<file path="src/design/tpsc_regs.svh">
// Purpose: register map, field positions and reset values of the
//          timestamp, synthesizer and serial lane configuration bank
// Assumes: 15-bit register addresses, 8-bit registers
// Notes:   definitions only
`ifndef TPSC_REGS_SVH
`define TPSC_REGS_SVH

// register addresses
`define TPSC_ADDR_TS_CTRL     15'h003b
`define TPSC_ADDR_REFO_CTRL   15'h003c
`define TPSC_ADDR_DIV_PV      15'h003d
`define TPSC_ADDR_DIV_N       15'h003e
`define TPSC_ADDR_OSC_BIAS    15'h003f
`define TPSC_ADDR_PREEMPH     15'h0048

// reset values of the implemented fields
`define TPSC_RST_TS_CTRL      2'h0
`define TPSC_RST_REFO_EN      1'h1
`define TPSC_RST_DIV_P        2'h0
`define TPSC_RST_DIV_V        2'h0
`define TPSC_RST_DIV_N        6'h20
`define TPSC_RST_OSC_BIAS     7'h4f
`define TPSC_RST_PREEMPH      4'h0

// field positions
`define TPSC_BIT_TS_RECV      0
`define TPSC_BIT_TS_PECL      1
`define TPSC_BIT_REFO_EN      0
`define TPSC_FLD_DIV_P        3:2
`define TPSC_FLD_DIV_V        1:0
`define TPSC_FLD_DIV_N        5:0
`define TPSC_FLD_OSC_BIAS     6:0
`define TPSC_FLD_PREEMPH      3:0

// serial frame layout: 1 direction bit, 15 address bits, 8 data bits
`define TPSC_FRAME_LAST       5'h17
`define TPSC_HDR_LAST         5'h0f
`define TPSC_HDR_BITS         5'h10
`define TPSC_LANES            8

// divider ratios per code
`define TPSC_P_RATIO_C0       3'h1
`define TPSC_P_RATIO_C1       3'h2
`define TPSC_P_RATIO_C2       3'h4
`define TPSC_V_RATIO_C0       3'h5
`define TPSC_V_RATIO_C1       3'h4
`define TPSC_V_RATIO_C2       3'h3
`define TPSC_RATIO_RSVD       3'h0

`endif

</file>
<file path="src/design/tpsc_pkg.sv">
// Purpose: shared types of the configuration bank
// Assumes: nothing
// Notes:   state of the serial port receiver
package tpsc_pkg;
  typedef enum logic [0:0] {
    PORT_IDLE,
    PORT_SHIFT
  } tpsc_port_state_t;
endpackage

</file>
<file path="src/design/tpsc_sync2.sv">
// Purpose: two flip-flop synchroniser for pin inputs
// Assumes: inputs asynchronous to sys_clk
// Notes:   first stage feeds only the second stage
`timescale 1ns/1ps
`default_nettype none
module tpsc_sync2 #(
  parameter int          WIDTH   = 4,
  parameter logic [3:0]  RST_VAL = 4'h0
) (
  // clock and reset
  input  wire logic             sys_clk,
  input  wire logic             rst,
  // pins in, synchronised out
  input  wire logic [WIDTH-1:0] asyncIn,
  output logic      [WIDTH-1:0] syncOut
);
  logic [WIDTH-1:0] stage1_reg;

  always_ff @(posedge sys_clk) begin
    if (rst) begin
      stage1_reg <= RST_VAL[WIDTH-1:0];
      syncOut    <= RST_VAL[WIDTH-1:0];
    end else begin
      stage1_reg <= asyncIn;
      syncOut    <= stage1_reg;
    end
  end
endmodule
`default_nettype wire

</file>
<file path="src/design/tpsc_config_bank.sv">
// Purpose: configuration bank for timestamp input, reference output,
//          synthesizer dividers, oscillator bias and lane pre-emphasis
// Assumes: serial port clock at most sys_clk / 8; frames of 24 bits,
//          msb first, sampled on the rising port clock edge
// Notes:   reserved bits are not stored and read back as zero
`timescale 1ns/1ps
`default_nettype none
`include "tpsc_regs.svh"

module tpsc_config_bank
  import tpsc_pkg::*;
(
  // clock and reset
  input  wire logic                          sys_clk,
  input  wire logic                          rst,
  // serial programming port pins
  input  wire logic                          spiCsN,
  input  wire logic                          spiSclk,
  input  wire logic                          spiSdi,
  output logic                               spiSdo,
  // synthesizer enable pin and override
  input  wire logic                          pllEnPin,
  input  wire logic                          synthOverrideEnable,
  input  wire logic                          synth_enable_override_value,
  // timestamp input controls
  output logic                               timestamp_input_enable,
  output logic                               timestamp_pecl_termination_enable,
  // reference output and synthesizer
  output logic                               synthEnable,
  output logic                               pll_ref_output_enable,
  output logic                               pllRefOutputDrive,
  output logic [2:0]                         synthDivPRatio,
  output logic [2:0]                         synthDivVRatio,
  output logic [5:0]                         synthDivNRatio,
  output logic [6:0]                         oscillator_bias_level,
  // serial lanes
  output logic [`TPSC_LANES*4-1:0]           lane_preemphasis_level
);

  logic [3:0]       pinSync;
  logic             csNS;
  logic             sclkS;
  logic             sdiS;
  logic             pllEnS;
  logic             sclkD_reg;
  logic             sclkRise;
  logic             sclkFall;
  tpsc_port_state_t state_reg;
  logic [4:0]       bitCnt_reg;
  logic [15:0]      hdr_reg;
  logic [7:0]       rdShift_reg;
  logic             wrEn;
  logic [14:0]      wrAddr;
  logic [7:0]       wrData;
  logic [1:0]       tsCtrl_reg;
  logic             refoEn_reg;
  logic [1:0]       divP_reg;
  logic [1:0]       divV_reg;
  logic [5:0]       divN_reg;
  logic [6:0]       oscBias_reg;
  logic [3:0]       preEmph_reg;

  function automatic logic [2:0] pRatio(input logic [1:0] code);
    if (code == 2'h0)      pRatio = `TPSC_P_RATIO_C0;
    else if (code == 2'h1) pRatio = `TPSC_P_RATIO_C1;
    else if (code == 2'h2) pRatio = `TPSC_P_RATIO_C2;
    else                   pRatio = `TPSC_RATIO_RSVD;
  endfunction

  function automatic logic [2:0] vRatio(input logic [1:0] code);
    if (code == 2'h0)      vRatio = `TPSC_V_RATIO_C0;
    else if (code == 2'h1) vRatio = `TPSC_V_RATIO_C1;
    else if (code == 2'h2) vRatio = `TPSC_V_RATIO_C2;
    else                   vRatio = `TPSC_RATIO_RSVD;
  endfunction

  // read mux: reserved bits return zero
  function automatic logic [7:0] readReg(input logic [14:0] addr);
    if (addr == `TPSC_ADDR_TS_CTRL)        readReg = {6'h00, tsCtrl_reg};
    else if (addr == `TPSC_ADDR_REFO_CTRL) readReg = {7'h00, refoEn_reg};
    else if (addr == `TPSC_ADDR_DIV_PV)
      readReg = {4'h0, divP_reg, divV_reg};
    else if (addr == `TPSC_ADDR_DIV_N)     readReg = {2'h0, divN_reg};
    else if (addr == `TPSC_ADDR_OSC_BIAS)  readReg = {1'h0, oscBias_reg};
    else if (addr == `TPSC_ADDR_PREEMPH)   readReg = {4'h0, preEmph_reg};
    else                                   readReg = 8'h00;
  endfunction

  tpsc_sync2 #(.WIDTH(4), .RST_VAL(4'h1)) pinSyncInst (
    .sys_clk (sys_clk),
    .rst     (rst),
    .asyncIn ({pllEnPin, spiSdi, spiSclk, spiCsN}),
    .syncOut (pinSync)
  );

  assign csNS     = pinSync[0];
  assign sclkS    = pinSync[1];
  assign sdiS     = pinSync[2];
  assign pllEnS   = pinSync[3];
  assign sclkRise = sclkS & ~sclkD_reg & ~csNS;
  assign sclkFall = ~sclkS & sclkD_reg & ~csNS;

  always_ff @(posedge sys_clk) begin
    if (rst) sclkD_reg <= 1'h0;
    else     sclkD_reg <= sclkS;
  end

  // frame receiver
  always_ff @(posedge sys_clk) begin
    if (rst) begin
      state_reg  <= PORT_IDLE;
      bitCnt_reg <= 5'h00;
      hdr_reg    <= 16'h0000;
    end else begin
      case (state_reg)
        PORT_IDLE: begin
          bitCnt_reg <= 5'h00;
          if (!csNS) state_reg <= PORT_SHIFT;
        end
        PORT_SHIFT: begin
          if (csNS) begin
            state_reg <= PORT_IDLE;
          end else if (sclkRise) begin
            if (bitCnt_reg <= `TPSC_HDR_LAST) hdr_reg <= {hdr_reg[14:0], sdiS};
            // count stops after the last bit: extra clocks are ignored
            if (bitCnt_reg <= `TPSC_FRAME_LAST)
              bitCnt_reg <= bitCnt_reg + 5'h01;
          end
        end
        default: state_reg <= PORT_IDLE;
      endcase
    end
  end

  // write data: 7 bits from the shifter plus the final sampled bit
  assign wrAddr = hdr_reg[14:0];
  assign wrData = {rdShift_reg[6:0], sdiS};
  assign wrEn   = (state_reg == PORT_SHIFT) && sclkRise && !hdr_reg[15]
                  && (bitCnt_reg == `TPSC_FRAME_LAST);

  // data phase shifter, read data leave on falling port clock edges
  always_ff @(posedge sys_clk) begin
    if (rst) begin
      rdShift_reg <= 8'h00;
      spiSdo      <= 1'h0;
    end else if (state_reg != PORT_SHIFT) begin
      spiSdo <= 1'h0;
    end else if (sclkRise && bitCnt_reg == `TPSC_HDR_LAST) begin
      rdShift_reg <= hdr_reg[14] ? readReg({hdr_reg[13:0], sdiS}) : 8'h00;
    end else if (sclkRise && bitCnt_reg >= `TPSC_HDR_BITS
                 && !hdr_reg[15]) begin
      rdShift_reg <= {rdShift_reg[6:0], sdiS};
    end else if (sclkFall && bitCnt_reg >= `TPSC_HDR_BITS
                 && hdr_reg[15]) begin
      spiSdo      <= rdShift_reg[7];
      rdShift_reg <= {rdShift_reg[6:0], 1'h0};
    end
  end

  // register file; only implemented fields are stored
  always_ff @(posedge sys_clk) begin
    if (rst) begin
      tsCtrl_reg  <= `TPSC_RST_TS_CTRL;
      refoEn_reg  <= `TPSC_RST_REFO_EN;
      divP_reg    <= `TPSC_RST_DIV_P;
      divV_reg    <= `TPSC_RST_DIV_V;
      divN_reg    <= `TPSC_RST_DIV_N;
      oscBias_reg <= `TPSC_RST_OSC_BIAS;
      preEmph_reg <= `TPSC_RST_PREEMPH;
    end else if (wrEn) begin
      if (wrAddr == `TPSC_ADDR_TS_CTRL)
        tsCtrl_reg <= {wrData[`TPSC_BIT_TS_PECL], wrData[`TPSC_BIT_TS_RECV]};
      else if (wrAddr == `TPSC_ADDR_REFO_CTRL)
        refoEn_reg <= wrData[`TPSC_BIT_REFO_EN];
      else if (wrAddr == `TPSC_ADDR_DIV_PV) begin
        divP_reg <= wrData[`TPSC_FLD_DIV_P];
        divV_reg <= wrData[`TPSC_FLD_DIV_V];
      end else if (wrAddr == `TPSC_ADDR_DIV_N)
        divN_reg <= wrData[`TPSC_FLD_DIV_N];
      else if (wrAddr == `TPSC_ADDR_OSC_BIAS)
        oscBias_reg <= wrData[`TPSC_FLD_OSC_BIAS];
      else if (wrAddr == `TPSC_ADDR_PREEMPH)
        preEmph_reg <= wrData[`TPSC_FLD_PREEMPH];
    end
  end

  // analog control outputs, registered
  always_ff @(posedge sys_clk) begin
    if (rst) begin
      timestamp_input_enable            <= 1'h0;
      timestamp_pecl_termination_enable <= 1'h0;
      synthEnable                       <= 1'h0;
      pll_ref_output_enable             <= 1'h0;
      pllRefOutputDrive                 <= 1'h0;
      synthDivPRatio                    <= `TPSC_P_RATIO_C0;
      synthDivVRatio                    <= `TPSC_V_RATIO_C0;
      synthDivNRatio                    <= `TPSC_RST_DIV_N;
      oscillator_bias_level             <= `TPSC_RST_OSC_BIAS;
      lane_preemphasis_level            <= '0;
    end else begin
      timestamp_input_enable <= tsCtrl_reg[`TPSC_BIT_TS_RECV];
      timestamp_pecl_termination_enable
        <= tsCtrl_reg[`TPSC_BIT_TS_PECL];
      synthEnable <= synthOverrideEnable
        ? synth_enable_override_value : pllEnS;
      pll_ref_output_enable  <= refoEn_reg;
      pllRefOutputDrive      <= refoEn_reg & (synthOverrideEnable
        ? synth_enable_override_value : pllEnS);
      synthDivPRatio         <= pRatio(divP_reg);
      synthDivVRatio         <= vRatio(divV_reg);
      synthDivNRatio         <= divN_reg;
      oscillator_bias_level  <= oscBias_reg;
      lane_preemphasis_level <= {`TPSC_LANES{preEmph_reg}};
    end
  end
endmodule
`default_nettype wire

</file>
<file path="config.mk">
export PLATFORM = sky130hd
export DESIGN_NAME = tpsc_config_bank
export DESIGN_NICKNAME = d
export VERILOG_FILES = /design/src/design/tpsc_pkg.sv /design/src/design/tpsc_sync2.sv /design/src/design/tpsc_config_bank.sv
export VERILOG_INCLUDE_DIRS = /design/src /design/src/design
export SDC_FILE = /design/constraint.sdc
export NUM_CORES = 1
export LEC_CHECK = 0
export CAP_MARGIN = 20
export CORE_MARGIN = 2
export CORE_UTILIZATION = 50
export CTS_BUF_LIST = sky130_fd_sc_hd__clkbuf_8
export DETAILED_ROUTE_END_ITERATION = 12
export DONT_BUFFER_PORTS = 1
export GPL_ROUTABILITY_DRIVEN = 0
export SLEW_MARGIN = 20
export SYNTH_ARGS = -nofsm -noshare
export SYNTH_HDL_FRONTEND = slang
export SYNTH_SLANG_ARGS = --single-unit
</file>
<file path="constraint.sdc">
create_clock -name sys_clk -period 5.7 [get_ports sys_clk]
set_input_delay 0.57 -clock sys_clk [delete_from_list [all_inputs] [get_ports sys_clk]]
set_output_delay 0.57 -clock sys_clk [all_outputs]
set_load 0.005 [all_outputs]
</file>
## Word level (Yosys, flattened, before mapping)

Index checks and enable logic that the tools add are counted.

| cells by class | value |
|---|---|
| add/sub/neg operators | 1 |
| order comparisons | 3 |
| equal/unequal tests | 21 |
| multiplexer cells | 20 |
| bitwise logic cells | 16 |
| reduce and logical (&&, ||, !) cells | 27 |

Operators by type and width:

| operator | number |
|---|---|
| 15-bit by 6-bit equality test with 1-bit output, second input constant | 10 |
| 7-bit two-way mux | 5 |
| 8-bit two-way mux | 4 |
| 15-bit by 7-bit equality test with 1-bit output, second input constant | 2 |
| 5-bit two-way mux | 3 |
| 1-bit inverter | 11 |
| 5-bit case mux with 2 select lines | 1 |
| 3-bit AND reduction | 3 |
| 1-bit logical AND | 8 |
| 4-bit AND reduction | 2 |
| 7-bit AND reduction | 1 |
| 6-bit AND reduction | 1 |
| 2-bit OR reduction | 3 |
| 3-bit OR reduction | 2 |
| 5-bit by 1-bit adder with 5-bit output, second input constant | 1 |
| 1-bit bitwise AND | 5 |
| 5-bit by 4-bit equality test with 1-bit output, second input constant | 1 |
| 5-bit equality test, second input constant | 1 |
| 5-bit greater-or-equal comparator, second input constant | 1 |
| 5-bit by 4-bit <= comparator with 1-bit output, second input constant | 1 |
| 5-bit <= comparator, second input constant | 1 |
| 5-bit AND reduction | 1 |
| 2-bit by 1-bit equality test with 1-bit output, second input constant | 2 |
| 2-bit equality test, second input constant | 2 |
| other kinds (10) | 16 |

| storage, ports and cells | value |
|---|---|
| register bits | 120 |
| logic and storage cells | 115 |

## Longest topological paths before layout

| logic depth | value |
|---|---|
| depth after elaboration | 9 |
| gate-level depth with buffers | 8 |
| gate-level depth less buffers | 8 |

## By module

Synthesis repeated with hierarchy kept, for this count alone.

| second synthesis, totals | value |
|---|---|
| cell total of the unflattened synthesis | 396 |
| area, all modules | 3814.9 um2 |

Modules (own cells, without submodules):

| module | times used | cells each | area an instance (um2) | sequential area each (um2) |
|---|---|---|---|---|
| tpsc_config_bank | 1 | 380 | 3604.7 | 1681.6 |
| tpsc_sync2 | 1 | 16 | 210.2 | 160.2 |

## Least setup slack after synthesis

OpenSTA, ideal clock, no wires.

| path | value |
|---|---|
| kind | reg2reg |
| from | register bitCnt_reg[0] |
| to | register rdShift_reg[6] |
| setup time | 91 ps |
| arrival time | 1994 ps |
| data required time | 5609 ps |
| slack | 3615 ps |
| stages on the path, launching flop included | 8 |
| buffers on the path | 0 |
| cells stage by stage | dfxtp_1 > ha_1 > and3_1 > ha_1 > nor4bb_1 > nand2_1 > or4_1 > a311oi_1 |

| on the way | value |
|---|---|
| word-level cells in the longest chain between the ends | 5 |
| elaborated cells on any way between the ends | 11 |
| classes of those cells | order compare: 1; eq/ne: 1; mux: 2; reduce/logical: 7 |

Ends and longest elaborated chain:

| item | line | source |
|---|---|---|
| start, declared | tpsc_config_bank.sv:49 | `logic [4:0] bitCnt_reg;` |
| start signal, assigned | tpsc_config_bank.sv:127 | `bitCnt_reg <= bitCnt_reg + 5'h01;` |
| 5-bit greater-or-equal comparator (no line) | - |  |
| 1-bit logical AND (no line) | - |  |
| 1-bit logical AND, on equally long branches | tpsc_config_bank.sv:150, tpsc_config_bank.sv:153 |  |
| 3-bit nonzero test (no line) or 8-bit two-way mux (tied branches) | - |  |
| 2-bit AND reduction (no line) or 8-bit two-way mux (tied branches) | - |  |
| end signal, assigned | tpsc_config_bank.sv:149 | `rdShift_reg <= hdr_reg[14] ? readReg({hdr_reg[13:0], sdiS}) : 8'h00;` |
| end signal, assigned | tpsc_config_bank.sv:152 | `rdShift_reg <= {rdShift_reg[6:0], sdiS};` |
| end signal, assigned | tpsc_config_bank.sv:156 | `rdShift_reg <= {rdShift_reg[6:0], 1'h0};` |
| end, declared | tpsc_config_bank.sv:51 | `logic [7:0] rdShift_reg;` |

Several ways; a longest one is shown, not always the timed one.
A chain may end at the register's enable or synchronous reset.

## Worst setup path after layout

Ends and elaborated chain as after synthesis.

==> run summary <==
### Outcome
* run status: finished clean

### GRT
* vias in the first global route: 2469
* global route overflow: 0
* aggregate global-route resource usage: 18.6%
* pin count of the biggest net entering global routing: 67
* first-pass GRT wire length: 12300 µm
* initial antenna violation count: 0

### Critical path
* required time reported for the critical path endpoint: 5.97 ns
* WS Path Type: reg2reg
* largest fanout on the critical path: 6
* Worst Reg-to-Reg Cells: 7
* startpoint types: flop
* r2r endpoint: rdShift_reg[6]
* CP Capture Type: flop
* arrival time of data at the critical path endpoint: 2.63 ns
* startpoint of the most critical register-to-register path: bitCnt_reg[0]
* slack of the worst reg-to-reg path: 3.34 ns

### Cells and area
* number of diodes: 0
* share of cells above drive strength 1: 10.4%
* Layout area overhead: 0.680%
* total of fill cells in the finished design: 738
* Layout Cell Area excl Fill: 0.00389 mm²
* flip-flop and latch area: 0.00184 mm²
* multi-input logic area: 0.00169 mm²
* number of flip-flops under the largest register name: 16
* Nets: 382

### Placement
* HPWL after detailed placement: 5060 µm
* Placed Area: 0.00369 mm²
* Port Buf Inserts: 0

### Floorplanning
* Core Footprint: 0.00761 mm²
* full die area: 0.00845 mm²
* number of cell rows: 32
* width of the chip: 91.9 µm
* starting density of the core: 50.8%
* Die Span Y: 91.9 µm
* total I/O pin count: 65

### Drt
* count of nets left with antenna violations after detail routing: 0
* drc violations: 0
* vias after detailed routing: 2583
* number of design-rule violations left by the first detailed-router iteration: 182
* WL per Instance: 15.5 µm
* total routed wirelength: 7420 µm
* Pre-Repair DR Iteration Count: 4
* via density per instance: 5.40

### Logic synthesis
* cell accounting for the most synthesized area: sky130_fd_sc_hd__dfxtp_1
* distinct cell type count of the synthesized netlist: 58
* Area contributors post-synth: sky130_fd_sc_hd__dfxtp_1 (48%), sky130_fd_sc_hd__mux2i_1 (7.0%), sky130_fd_sc_hd__buf_4 (5.4%), sky130_fd_sc_hd__nor2_1 (5.1%), sky130_fd_sc_hd__nor2b_1 (3.2%)
* total of warnings raised by yosys: 0
* register area share after synthesis: 47.6%
* share of the synthesized area in the top cell type: 47.6%
* Post-Synthesis Cell Area: 0.00387 mm²
* predominant post-synthesis flop cell: sky130_fd_sc_hd__dfxtp_1
* share of synthesized registers carrying an async set or reset: 0%
* Mapped Nets: 419
* Gate Count Post-Synth: 408
* number of synthesized flops with an enable pin: 0
* number of register bits inferred by synthesis: 92
* Synth Area per Inst: 9.48 µm²

### Hold path
* launch point of the worst hold path: rst
* HP Class: in2reg
* end of the worst hold path: lane_preemphasis_level[27]
* hold path cells: 1

### Timing
* setup total negative slack: 0 ns
* worst slew margin relative to its limit: 29.4%
* slew at the pin closest to its max-slew limit: 1.06 ns
* final clock skew: 0.00988 ns
* Max Fclk: 423 MHz
* unrepaired setup endpoints after global routing: no
* number of slew-limit violations in the final report: 0
* Hold Violations, Final: 0
* share of the clock period used by the worst path: 41.4%
* Period minus WS final: 2.36 ns
* setup-violating endpoint count in the final report: 0

### Clock network
* buffer depth of the longest clock path: 2
* Gates resized, CTS repair: 0
* number of hold-repair buffers added at the cts stage: 0
* total clock buffers created by CTS: 9
* number of clock sinks: 92
* H-tree levels: 3
* insertion delay to the later sink of the worst-skew pair: 0.36 ns
* clock-pin slew reported for the worst setup and hold paths after clock tree synthesis: 0.09 ns
* CTS tree: yes
* Clock Root Buffer: sky130_fd_sc_hd__clkbuf_8
* buffers inserted during post-CTS setup optimization: 0

### Pwr
* power density over the cells: 281 mW/mm²
* Max VDD drop: 0.152 mV
* Leakage: 1.51 nW

### Flow run
* max-cap check violation count: 0

==> final cells by class <==
type,count,share of cell area [%]
clock inverter,7,1.90
sequential,92,47.3
inverter,10,0.964
tap,102,3.28
multi-input combinational,258,43.4
clock buffer,9,3.18
==> routing by layer <==
layer	track usage [%]	vias to the layer above	routed length (µm)
li1	-	1303	-
met1	24.9	1211	3550
met2	29.5	59	3390
met3	4.60	10	360
met4	6.34	0	127
met5	0	-	0
==> synthesized netlist by cell type, types with 2 or more instances <==
cell type	number
sky130_fd_sc_hd__a22oi_1	2
sky130_fd_sc_hd__inv_1	10
sky130_fd_sc_hd__nand4b_1	3
sky130_fd_sc_hd__buf_4	28
sky130_fd_sc_hd__clkbuf_1	13
sky130_fd_sc_hd__or4_4	2
sky130_fd_sc_hd__nand3b_1	4
sky130_fd_sc_hd__ha_1	3
sky130_fd_sc_hd__and3_1	3
sky130_fd_sc_hd__or2_2	7
sky130_fd_sc_hd__mux2i_1	27
sky130_fd_sc_hd__nand2_1	26
sky130_fd_sc_hd__nor4b_1	3
sky130_fd_sc_hd__nor3b_1	3
sky130_fd_sc_hd__mux2_2	3
sky130_fd_sc_hd__or4_1	2
sky130_fd_sc_hd__a211oi_1	5
sky130_fd_sc_hd__nor2b_1	20
sky130_fd_sc_hd__o31a_1	3
sky130_fd_sc_hd__a21o_1	5
sky130_fd_sc_hd__or3b_2	2
sky130_fd_sc_hd__buf_2	4
sky130_fd_sc_hd__nand3_1	9
sky130_fd_sc_hd__nor3_1	8
sky130_fd_sc_hd__xnor2_1	2
sky130_fd_sc_hd__a21oi_1	13
sky130_fd_sc_hd__nor4_4	2
sky130_fd_sc_hd__nand4_1	3
sky130_fd_sc_hd__and2_1	3
sky130_fd_sc_hd__o22a_1	2
sky130_fd_sc_hd__dfxtp_1	92
sky130_fd_sc_hd__o21ai_1	7
sky130_fd_sc_hd__o211ai_1	3
sky130_fd_sc_hd__o21ai_0	8
sky130_fd_sc_hd__nor2_1	53
sky130_fd_sc_hd__nand2b_1	3
==> placed cells by master, fill, tap and decap left out, types with 3 or more instances in the layout <==
cell | Yosys | routed
sky130_fd_sc_hd__a211oi_1 | 5 | 5
sky130_fd_sc_hd__a21o_1 | 5 | 5
sky130_fd_sc_hd__a21oi_1 | 13 | 13
sky130_fd_sc_hd__and2_1 | 3 | 3
sky130_fd_sc_hd__and3_1 | 3 | 3
sky130_fd_sc_hd__clkbuf_8 | 0 | 9
sky130_fd_sc_hd__clkinvlp_4 | 0 | 3
sky130_fd_sc_hd__dfxtp_1 | 92 | 92
sky130_fd_sc_hd__ha_1 | 3 | 3
sky130_fd_sc_hd__inv_1 | 10 | 11
sky130_fd_sc_hd__mux2_2 | 3 | 3
sky130_fd_sc_hd__mux2i_1 | 27 | 27
sky130_fd_sc_hd__nand2_1 | 26 | 26
sky130_fd_sc_hd__nand2b_1 | 3 | 3
sky130_fd_sc_hd__nand3_1 | 9 | 9
sky130_fd_sc_hd__nand3b_1 | 4 | 4
sky130_fd_sc_hd__nand4_1 | 3 | 3
sky130_fd_sc_hd__nand4b_1 | 3 | 3
sky130_fd_sc_hd__nor2_1 | 53 | 53
sky130_fd_sc_hd__nor2b_1 | 20 | 20
sky130_fd_sc_hd__nor3_1 | 8 | 8
sky130_fd_sc_hd__nor3b_1 | 3 | 3
sky130_fd_sc_hd__nor4b_1 | 3 | 3
sky130_fd_sc_hd__o211ai_1 | 3 | 3
sky130_fd_sc_hd__o21ai_0 | 8 | 8
sky130_fd_sc_hd__o21ai_1 | 7 | 7
sky130_fd_sc_hd__o31a_1 | 3 | 3
sky130_fd_sc_hd__or2_2 | 7 | 7
==> per-stage QoR <==
| stage | power (mW) | hold WS [ns] | utilization [%] | instances | worst slack, ns |
|---|---|---|---|---|---|
| floorplan | 0.678 | 0.386 | - | 408 | 3.61 |
| global placement | 0.675 | 0.393 | 48.6 | 462 | 3.45 |
| detailed placement | 0.675 | 0.400 | 48.6 | 462 | 3.37 |
| CTS | 1.11 | 0.253 | 51.2 | 478 | 3.35 |
| global route | 1.14 | 0.247 | 51.2 | 478 | 3.12 |
| finish | 1.09 | 0.266 | 51.2 | 478 | 3.34 |
==> report_power, final <==
| part | total [mW] | switching (mW) | internal, mW |
|---|---|---|---|
| combinational | 0.00923 | 0.00445 | 0.00478 |
| sequential | 0.650 | 0.00395 | 0.646 |
| clock | 0.433 | 0.229 | 0.204 |
==> worst max path at each step <==
| stage | startpoint | endpoint | slack, ns | cells past startpoint |
|---|---|---|---|---|
| 6_report | bitCnt_reg[0] | rdShift_reg[6] | 3.34 | 7 |
| 5_1_grt | bitCnt_reg[0] | rdShift_reg[6] | 3.12 | 7 |
| 4_1_cts | bitCnt_reg[0] | rdShift_reg[6] | 3.35 | 7 |
| 3_5_place_dp | bitCnt_reg[0] | rdShift_reg[6] | 3.37 | 7 |
| 3_3_place_gp | bitCnt_reg[0] | rdShift_reg[6] | 3.45 | 7 |
| 2_1_floorplan | bitCnt_reg[0] | rdShift_reg[6] | 3.61 | 7 |
==> kinds of logic after synthesis <==
logic type / Yosys count / share of synthesized area [%]
AOI/OAI and AO/OA: 56 / 9.39
xor gates and xnor gates: 3 / 0.680
adders and majority gates: 3 / 0.971
buffers and inverters: 58 / 8.71
DFF: 92 / 47.6
muxes: 30 / 7.86
and+or+nand+nor: 166 / 24.8
==> worst max-delay path: stages, from the launching register on <==
cell                       delay (ns)
sky130_fd_sc_hd__dfxtp_1         0.40
sky130_fd_sc_hd__ha_1            0.21
sky130_fd_sc_hd__and3_1          0.16
sky130_fd_sc_hd__ha_1            0.19
sky130_fd_sc_hd__nor4bb_1        0.36
sky130_fd_sc_hd__nand2_1         0.23
sky130_fd_sc_hd__or4_1           0.44
sky130_fd_sc_hd__a311oi_1        0.29
No activity file was read; power rests on OpenSTA's default activity.
